--- src/mtt_pkg.sv ---
// mtt_pkg: constants of the main timer timebase.
// assumes the core clock is the bus-phase clock of the timer.
package mtt_pkg;

  // ==========================================================
  // widths
  localparam int CNT_W    = 16;
  localparam int DIV_W    = 16;
  localparam int WDOG_W   = 7;
  localparam int SEL_W    = 2;
  localparam int NUM_CH   = 8;

  // ==========================================================
  // channel layout: 0..2 capture, 3 selectable, 4..7 compare
  localparam int FIRST_SEL_CH = 3;
  localparam int FIRST_CMP_CH = 4;

  // ==========================================================
  // timing figures, in bus-phase clock cycles (as exponents)
  localparam int PRESCALE_EXP_1  = 0;
  localparam int PRESCALE_EXP_4  = 2;
  localparam int PRESCALE_EXP_8  = 3;
  localparam int PRESCALE_EXP_16 = 4;
  localparam int PERIODIC_EXP_MIN = 13;
  localparam int WDOG_EXP_MIN     = 15;
  localparam int WDOG_EXP_STEP    = 2;
  localparam int WDOG_TOL_EXP     = 15;

  // ==========================================================
  // reset values
  localparam logic [CNT_W-1:0]  COUNT_RST = 16'h0000;
  localparam logic [DIV_W-1:0]  DIV_RST   = 16'h0000;
  localparam logic [WDOG_W-1:0] WDOG_RST  = 7'h00;
  localparam logic [7:0]        MON_RST   = 8'h00;

  // ==========================================================
  // clock monitor: this many core cycles or fewer per reference period
  // means the core clock is too slow
  localparam logic [7:0] CLKMON_MIN_CYCLES = 8'h10;

endpackage

--- src/mtt_count_if.sv ---
// mtt_count_if: carries the free-running count to the channels.
// assumes one source (the timebase) and any number of channels.
`timescale 1ns/100ps
`default_nettype none

interface mtt_count_if;
  logic [15:0] count;   // current counter value
  logic        step;    // high the cycle after the count changed

  modport src  (output count, output step);
  modport chan (input count, input step);
endinterface

`default_nettype wire

--- src/mtt_channel.sv ---
// mtt_channel: one capture/compare channel referenced to the counter.
// assumes the pin is asynchronous and the count arrives on the core clock.
`timescale 1ns/100ps
`default_nettype none

module mtt_channel
  import mtt_pkg::*;
#(
  parameter bit CAN_CAPTURE = 1'b1,
  parameter bit CAN_COMPARE = 1'b1
)(
  input  wire logic              core_clk_i,    // bus-phase clock
  input  wire logic              rstn_i,        // async reset, low
  mtt_count_if.chan              cnt,           // shared count
  input  wire logic              is_capture_i,  // 1 capture, 0 compare
  input  wire logic              pin_i,         // capture pin
  input  wire logic [CNT_W-1:0]  compare_i,     // compare value
  input  wire logic              flag_clear_i,  // clear event flag
  output logic      [CNT_W-1:0]  capture_o,     // latched count
  output logic                   flag_o,        // sticky event flag
  output logic                   pin_o          // compare output
);

  // ==========================================================
  // pin synchroniser, then edge detect on the second and third stages
  logic sync1_q, sync2_q, sync3_q;
  logic [CNT_W-1:0] capture_d;
  logic flag_d, pin_d, cap_evt, cmp_evt, capture_mode;

  always_comb
  begin
    capture_mode = CAN_CAPTURE && (!CAN_COMPARE || is_capture_i);
    cap_evt      = capture_mode && sync2_q && !sync3_q;               // [RULE3] [RULE4]
    cmp_evt      = !capture_mode && CAN_COMPARE && cnt.step
                   && (cnt.count == compare_i);                      // [RULE3] [RULE4]
    capture_d    = cap_evt ? cnt.count : capture_o;
    pin_d        = cmp_evt ? !pin_o : pin_o;
    // an event in the clearing cycle still lands
    flag_d       = (cap_evt || cmp_evt) || (flag_o && !flag_clear_i);
  end

  always_ff @(posedge core_clk_i or negedge rstn_i)
  begin
    if (!rstn_i)
    begin
      sync1_q   <= 1'b0;
      sync2_q   <= 1'b0;
      sync3_q   <= 1'b0;
      capture_o <= COUNT_RST;
      flag_o    <= 1'b0;
      pin_o     <= 1'b0;
    end
    else
    begin
      sync1_q   <= pin_i;
      sync2_q   <= sync1_q;
      sync3_q   <= sync2_q;
      capture_o <= capture_d;
      flag_o    <= flag_d;
      pin_o     <= pin_d;
    end
  end

endmodule

`default_nettype wire

--- src/mtt_timebase.sv ---
// mtt_timebase: main timer timebase, periodic rate, watchdog, clock monitor.
// assumes control ports come from logic on the core clock; pins are async.
//
// How it works
// [RULE1] free 16-bit counter advanced by prescaler tick
// [RULE2] overflow reported so software counts wraps
// [RULE3] three capture, four compare channels on counter
// [RULE4] one channel selectable capture or compare
// [RULE5] clock monitor flags a too-slow core clock
// [RULE6] prescale select gives 1, 4, 8, 16 cycles
// [RULE7] periodic rate 2^13 to 2^16 cycles
// [RULE8] watchdog timeout 2^15, 2^17, 2^19, 2^21 cycles
// [RULE9] watchdog never early, at most 2^15 late
// [RULE10] counter clears on reset, read only
// [RULE11] wrap to zero sets sticky overflow flag
`timescale 1ns/100ps
`default_nettype none

module mtt_timebase
  import mtt_pkg::*;
#(
  parameter int NCH = NUM_CH
)(
  input  wire logic                       core_clk_i,               // bus-phase clock
  input  wire logic                       rstn_i,                   // async reset, low
  input  wire logic [mtt_pkg::SEL_W-1:0]  prescale_select_i,        // count tick rate
  input  wire logic [mtt_pkg::SEL_W-1:0]  periodic_rate_select_i,   // periodic rate
  input  wire logic [mtt_pkg::SEL_W-1:0]  watchdog_rate_select_i,   // watchdog timeout
  input  wire logic                       watchdog_enable_i,        // watchdog runs
  input  wire logic                       watchdog_service_i,       // restart watchdog
  input  wire logic                       overflow_clear_i,         // clear overflow flag
  input  wire logic                       periodic_clear_i,         // clear periodic flag
  input  wire logic                       channel_sel_capture_i,    // shared ch is capture
  input  wire logic [NCH-1:0]             capture_pin_i,            // capture pins
  input  wire logic [NCH-1:0][15:0]       compare_value_i,          // compare values
  input  wire logic [NCH-1:0]             channel_clear_i,          // clear channel flags
  input  wire logic                       clock_monitor_enable_i,   // monitor on
  input  wire logic                       monitor_ref_i,            // slow reference pin
  output logic      [mtt_pkg::CNT_W-1:0]  free_running_count_o,     // counter value
  output logic                            overflow_pulse_o,         // wrap this tick
  output logic                            overflow_flag_o,          // sticky wrap flag
  output logic                            periodic_interrupt_o,     // periodic pulse
  output logic                            periodic_flag_o,          // sticky periodic flag
  output logic                            watchdog_timeout_o,       // timeout pulse
  output logic                            clock_fail_o,             // sticky clock failure
  output logic      [NCH-1:0][15:0]       capture_value_o,          // captured counts
  output logic      [NCH-1:0]             channel_flag_o,           // channel flags
  output logic      [NCH-1:0]             compare_pin_o             // compare outputs
);

  // ==========================================================
  // divider chain and selected taps
  logic [DIV_W-1:0] div_q, div_d;
  logic [DIV_W-1:0] pre_mask, per_mask, wd_mask;
  logic             pre_tick, per_tick, wd_tick;

  always_comb
  begin
    unique case (prescale_select_i)                                  // [RULE6]
      2'h0: pre_mask = DIV_W'((1 << PRESCALE_EXP_1) - 1);
      2'h1: pre_mask = DIV_W'((1 << PRESCALE_EXP_4) - 1);
      2'h2: pre_mask = DIV_W'((1 << PRESCALE_EXP_8) - 1);
      2'h3: pre_mask = DIV_W'((1 << PRESCALE_EXP_16) - 1);
    endcase
    // 2^(13+sel)-1; the 2^16 case uses the full chain
    per_mask = DIV_W'((32'h1 << (PERIODIC_EXP_MIN + 32'(periodic_rate_select_i))) - 1); // [RULE7]
    wd_mask  = DIV_W'((32'h1 << WDOG_TOL_EXP) - 1);
    pre_tick = (div_q & pre_mask) == pre_mask;                       // [RULE1]
    per_tick = (div_q & per_mask) == per_mask;
    wd_tick  = (div_q & wd_mask) == wd_mask;
    div_d    = div_q + 16'h0001;
  end

  always_ff @(posedge core_clk_i or negedge rstn_i)
  begin
    if (!rstn_i)
      div_q <= DIV_RST;
    else
      div_q <= div_d;
  end

  // ==========================================================
  // free-running counter and overflow
  logic [CNT_W-1:0] count_d;
  logic             ovf_evt, ovf_flag_d, step_q;

  always_comb
  begin
    ovf_evt    = pre_tick && (free_running_count_o == 16'hffff);    // [RULE11]
    count_d    = pre_tick ? free_running_count_o + 16'h0001
                          : free_running_count_o;                    // [RULE1] [RULE11]
    // set beats clear in the same cycle
    ovf_flag_d = ovf_evt || (overflow_flag_o && !overflow_clear_i); // [RULE2] [RULE11]
  end

  // no write path into the counter: software can only read it
  always_ff @(posedge core_clk_i or negedge rstn_i)
  begin
    if (!rstn_i)
    begin
      free_running_count_o <= COUNT_RST;                             // [RULE10]
      overflow_pulse_o     <= 1'b0;
      overflow_flag_o      <= 1'b0;
      step_q               <= 1'b0;
    end
    else
    begin
      free_running_count_o <= count_d;
      overflow_pulse_o     <= ovf_evt;                               // [RULE2]
      overflow_flag_o      <= ovf_flag_d;
      step_q               <= pre_tick;
    end
  end

  // ==========================================================
  // periodic interrupt
  logic per_flag_d;

  always_comb
  begin
    per_flag_d = per_tick || (periodic_flag_o && !periodic_clear_i);
  end

  always_ff @(posedge core_clk_i or negedge rstn_i)
  begin
    if (!rstn_i)
    begin
      periodic_interrupt_o <= 1'b0;
      periodic_flag_o      <= 1'b0;
    end
    else
    begin
      periodic_interrupt_o <= per_tick;                              // [RULE7]
      periodic_flag_o      <= per_flag_d;
    end
  end

  // ==========================================================
  // watchdog: counts 2^15-cycle ticks of the free chain; the chain is
  // not restarted by a service, so one extra tick is waited for, giving
  // a timeout between the period and the period plus 2^15 cycles
  logic [WDOG_W-1:0] wd_q, wd_d, wd_limit;
  logic              wd_fire;

  always_comb
  begin
    wd_limit = WDOG_W'((32'h1 << (WDOG_EXP_STEP * 32'(watchdog_rate_select_i)))
                       + 1);                                         // [RULE8] [RULE9]
    wd_fire  = 1'b0;
    wd_d     = wd_q;
    if (!watchdog_enable_i || watchdog_service_i)
      wd_d = WDOG_RST;
    else if (wd_tick)
    begin
      if (wd_q + 7'h01 == wd_limit)                                  // [RULE9]
      begin
        wd_fire = 1'b1;
        wd_d    = WDOG_RST;
      end
      else
        wd_d = wd_q + 7'h01;
    end
  end

  always_ff @(posedge core_clk_i or negedge rstn_i)
  begin
    if (!rstn_i)
    begin
      wd_q               <= WDOG_RST;
      watchdog_timeout_o <= 1'b0;
    end
    else
    begin
      wd_q               <= wd_d;
      watchdog_timeout_o <= wd_fire;                                 // [RULE8]
    end
  end

  // ==========================================================
  // clock monitor: counts core cycles per reference period; a stopped
  // or slowed core clock is the case the watchdog cannot see
  logic       ref1_q, ref2_q, ref3_q, ref_edge, seen_q, seen_d, fail_d;
  logic [7:0] mon_q, mon_d;

  always_comb
  begin
    ref_edge = ref2_q && !ref3_q;
    mon_d    = (mon_q == 8'hff) ? mon_q : mon_q + 8'h01;
    seen_d   = seen_q;
    fail_d   = clock_fail_o;
    if (!clock_monitor_enable_i)
    begin
      mon_d  = MON_RST;
      seen_d = 1'b0;
    end
    else if (ref_edge)
    begin
      // the first edge only starts the measurement
      if (seen_q && (mon_q < CLKMON_MIN_CYCLES))
        fail_d = 1'b1;                                               // [RULE5]
      mon_d  = MON_RST;
      seen_d = 1'b1;
    end
  end

  always_ff @(posedge core_clk_i or negedge rstn_i)
  begin
    if (!rstn_i)
    begin
      ref1_q       <= 1'b0;
      ref2_q       <= 1'b0;
      ref3_q       <= 1'b0;
      mon_q        <= MON_RST;
      seen_q       <= 1'b0;
      clock_fail_o <= 1'b0;
    end
    else
    begin
      ref1_q       <= monitor_ref_i;
      ref2_q       <= ref1_q;
      ref3_q       <= ref2_q;
      mon_q        <= mon_d;
      seen_q       <= seen_d;
      clock_fail_o <= fail_d;
    end
  end

  // ==========================================================
  // capture/compare channels
  mtt_count_if cnt_bus ();

  assign cnt_bus.count = free_running_count_o;
  assign cnt_bus.step  = step_q;

  for (genvar g = 0; g < NCH; g++)
  begin : g_ch
    mtt_channel #(
      .CAN_CAPTURE (g <  FIRST_CMP_CH),                              // [RULE3] [RULE4]
      .CAN_COMPARE (g >= FIRST_SEL_CH)
    ) u_ch (
      .core_clk_i   (core_clk_i),
      .rstn_i       (rstn_i),
      .cnt          (cnt_bus),
      .is_capture_i (channel_sel_capture_i),
      .pin_i        (capture_pin_i[g]),
      .compare_i    (compare_value_i[g]),
      .flag_clear_i (channel_clear_i[g]),
      .capture_o    (capture_value_o[g]),
      .flag_o       (channel_flag_o[g]),
      .pin_o        (compare_pin_o[g])
    );
  end

endmodule

`default_nettype wire

--- config.mk ---
export PLATFORM = sky130hd
export DESIGN_NAME = mtt_timebase
export DESIGN_NICKNAME = d
export VERILOG_FILES = /design/src/mtt_pkg.sv /design/src/mtt_count_if.sv /design/src/mtt_channel.sv /design/src/mtt_timebase.sv
export SDC_FILE = /design/constraint.sdc
export NUM_CORES = 1
export LEC_CHECK = 0
export CORE_AREA = 2 2 126 128
export DETAILED_ROUTE_END_ITERATION = 8
export DIE_AREA = 0 0 128 130
export DONT_BUFFER_PORTS = 1
export GPL_TIMING_DRIVEN = 0
export HOLD_SLACK_MARGIN = 0.08
export PLACE_DENSITY = 0.74
export SYNTH_ARGS = -nofsm -noshare
export SYNTH_HDL_FRONTEND = slang
export SYNTH_SLANG_ARGS = --single-unit
--- constraint.sdc ---
create_clock -name core_clk_i -period 2.76 [get_ports core_clk_i]
set_input_delay 0.552 -clock core_clk_i [delete_from_list [all_inputs] [get_ports core_clk_i]]
set_output_delay 0.552 -clock core_clk_i [all_outputs]
set_load 0.02 [all_outputs]
==> run_results.csv <==
group,metric,value,unit
clock_network,clock_path_buffers,2,
global_route,grt_usage,22.3,%
floorplanning,die-area,16600,um^2
final_layout,fin_nets,898,
yosys,ys_top_cells_by_count,"147 x dfrtp_1, 81 x buf_4, 77 x xnor2_1, 65 x mux2_2, 42 x xor2_1",
status,violations,"hold timing",
timing,fin_hold_ws,-0.179,ns
worst_setup_path,regToRegStartpoint,"free_running_count_o[7]$_DFFE_PN0P_",
route,vias,4760,
floorplanning,io_pins,325,
timing,period_minus_slack,2.51,ns
worst_setup_path,required,3.07,ns
global_route,grt_pass1_vias,4564,
global_route,grt_antenna_before_repair,0,
placed_design,gp_congestion,0.867,
timing,slew_violations,0,
yosys,synthTopCellsByArea,"dfrtp_1 50%, mux2_2 9.9%, xnor2_1 9.1%",
floorplanning,start_util,47.8,%
floorplanning,die_width,128,um
worst_setup_path,worstSetupStartpointType,"flop",
route,drt_iter0_drc,287,
placed_design,io_buffers,0,
pwr,ir_drop,0.364,mV
clock_network,cts_tree,"built",
clock_network,ctsRootBufferMaster,"clkbuf_16",
timing,finalSetupViolCount,0,
timing,hold_viol_final,147,
route,ant_nets,0,
min_path,hp-class,"in2async",
yosys,synth_edf_count,0,
floorplanning,die_h,130,um
yosys,ys.warnings.count,0,
timing,fin_setup_tns,0,ns
global_route,grt_max_degree,148,
final_layout,fillers,1325,
yosys,yosysTopAreaCell,"dfrtp_1",
worst_setup_path,r2r_end,"g_ch[4].u_ch.pin_o$_DFFE_PN0P_",
yosys,ys_seq_area_share,49.9,%
timing,relSlewSlack,35.0,%
yosys,yosysMostFrequentCell,"dfrtp_1",
clock_network,numCtsBuffers,17,
placed_design,dp_hpwl,13700,um
pwr,power_density,716,nW/um^2
clock_network,clkLatencyLatePin,0.43,ns
worst_setup_path,crit_fanout,10,
timing,clock_skew,0.0123,ns
flow_run,cap_violations,0,
clock_network,cts_setup_buffers,0,
timing,worst_pin_slew,0.975,ns
final_layout,diodes,0,
yosys,async_reset_ff_share,100,%
timing,fmax,0.399,GHz
worst_setup_path,worst-setup-path-type,"reg2reg",
final_layout,final_area,8440,um^2
clock_network,htreeDepth,4,
placed_design,dpl_cell_area,7860,um^2
final_layout,multi_input_area,3160,um^2
floorplanning,core,15400,um^2
yosys,synth.avg_cell_area,11.3,um^2
floorplanning,rows,46,
clock_network,clk_pin_slew,0.06,ns
pwr,p_leak,4.06,nW
yosys,synth_seq_cells,147,
route,viasPerCell,5.07,
final_layout,utilization,54.7,%
timing,fin_crit_sh,90.8,%
global_route,grt_first_pass_wirelength,26700,um
final_layout,area.sequential,3680,um^2
worst_setup_path,reg2reg_depth,7,
yosys,syn-cell-area,7370,um^2
global_route,overflow,0,
yosys,syn_inst,650,
route,post_drt_wl_per_cell,19.8,um
worst_setup_path,worstPathArrival,2.81,ns
status,status,"finished, violations left",
timing,rsz0062_at_grt,"no",
final_layout,drive_gt1_share,23.8,%
route,dr.pass1.iters,5,
yosys,synthFlopType,"dfrtp_1",
clock_network,ctsResizeCount,0,
worst_setup_path,rrSetupSlack,0.25,ns
final_layout,area_growth_syn_to_layout,14.4,%
clock_network,clock_sinks,147,
route,drt-total-wl,18600,um
yosys,yosys.cell_types.count,46,
worst_setup_path,endpoint_kind,"flop",
yosys,synth_top_area_share,49.9,%
route,drc,0,
[state kept, by name (all words and copies together), names as in the netlist]
register and flops:
periodic_interrupt_o 1, g_ch.u_ch.pin_o 5, cnt_bus.step 1, watchdog_timeout_o 1, g_ch.u_ch.sync3_q 4, seen_q 1
g_ch.u_ch.sync2_q 4, overflow_flag_o 1, clock_fail_o 1, overflow_pulse_o 1, periodic_flag_o 1, mon_q 8
div_q 16, wd_q 7, free_running_count_o 16, g_ch.u_ch.capture_o 64, ref3_q 1, g_ch.u_ch.flag_o 8
g_ch.u_ch.sync1_q 4, ref2_q 1, ref1_q 1
[through the flow]
step / power [mW] / instances / worst slack [ns]
floorplan: 3.57 / 716 / 0.771
global placement: 3.83 / 908 / 0.243
detailed placement: 3.86 / 908 / 0.235
CTS: 6.09 / 939 / 0.221
global route: 6.27 / 939 / 0.0994
finish: 6.04 / 939 / 0.254
[per-layer routing]
layer | vias to the layer above | part of all wire (%) | GRT usage [%]
met3 | 28 | 8.0 | 8.08
met2 | 203 | 49 | 37.9
met5 | - | 0 | 0
li1 | 2231 | - | -
met1 | 2298 | 40 | 26.2
met4 | 0 | 2.3 | 8.21
[cell usage in the layout (no fill, tap or decap), drive strengths merged, types with 6 or more instances in the layout]
master  count
dfrtp     147
clkbuf     37
xnor2      77
inv        17
nor2       17
xor2       42
nand4      23
nor4       11
nand2      23
conb       67
and3       10
nand3      21
mux2       65
nor3       13
buf        96
o21ai      16
a21oi       6
nand2b      7
[where the power goes]
group	total (mW)	leakage, nW	switching [mW]	internal, mW
combinational	0.975	1.84	0.540	0.435
sequential	2.85	1.94	0.466	2.38
clock	2.22	0.277	0.870	1.35
total	6.04	4.06	1.88	4.17
[area by class of cell]
class | count | area share, %
flip-flops and latches | 147 | 43.6
multi-input cells | 442 | 37.5
plain buffers | 110 | 8.51
clock buffers | 23 | 5.90
well taps | 192 | 2.85
clock inverters | 8 | 0.905
inverters | 17 | 0.756
[worst max path at each step]
stage	from	to	depth (start not counted)
floorplan	wd_q[0]$_DFFE_PN0P_	wd_q[4]$_DFFE_PN0P_	6
global placement	free_running_count_o[7]$_DFFE_PN0P_	g_ch[6].u_ch.pin_o$_DFFE_PN0P_	6
detailed placement	free_running_count_o[7]$_DFFE_PN0P_	g_ch[4].u_ch.pin_o$_DFFE_PN0P_	7
CTS	free_running_count_o[7]$_DFFE_PN0P_	g_ch[4].u_ch.pin_o$_DFFE_PN0P_	7
global route	free_running_count_o[7]$_DFFE_PN0P_	g_ch[6].u_ch.pin_o$_DFFE_PN0P_	6
finish	free_running_count_o[7]$_DFFE_PN0P_	g_ch[4].u_ch.pin_o$_DFFE_PN0P_	7
[worst max-delay path, cell delays in order, from the launching register on]
cell and delay (ns):
dfrtp_1 0.48, clkbuf_1 0.52, clkbuf_1 0.60, xnor2_1 0.20
nand3_1 0.10, nor3_1 0.14, nand4_1 0.16, xnor2_1 0.17
[logic make-up (layout without fill, tap and decap cells)]
| group | count (synthesis) | count (layout) | synth area share (%) |
|---|---|---|---|
| XOR/XNOR | 120 | 120 | 14.4 |
| AND/OR/NAND/NOR | 146 | 146 | 11.0 |
| adder cells (fa/ha/maj) | 4 | 4 | 0.679 |
| other | 1 | 67 | 0.0509 |
| buffers and inverters | 127 | 158 | 10.6 |
| multiplexers | 66 | 66 | 10.1 |
| flip-flops | 147 | 147 | 49.9 |
| AO/OA/AOI/OAI | 39 | 39 | 3.26 |
Note: power is estimated with default switching activity, not from simulation.
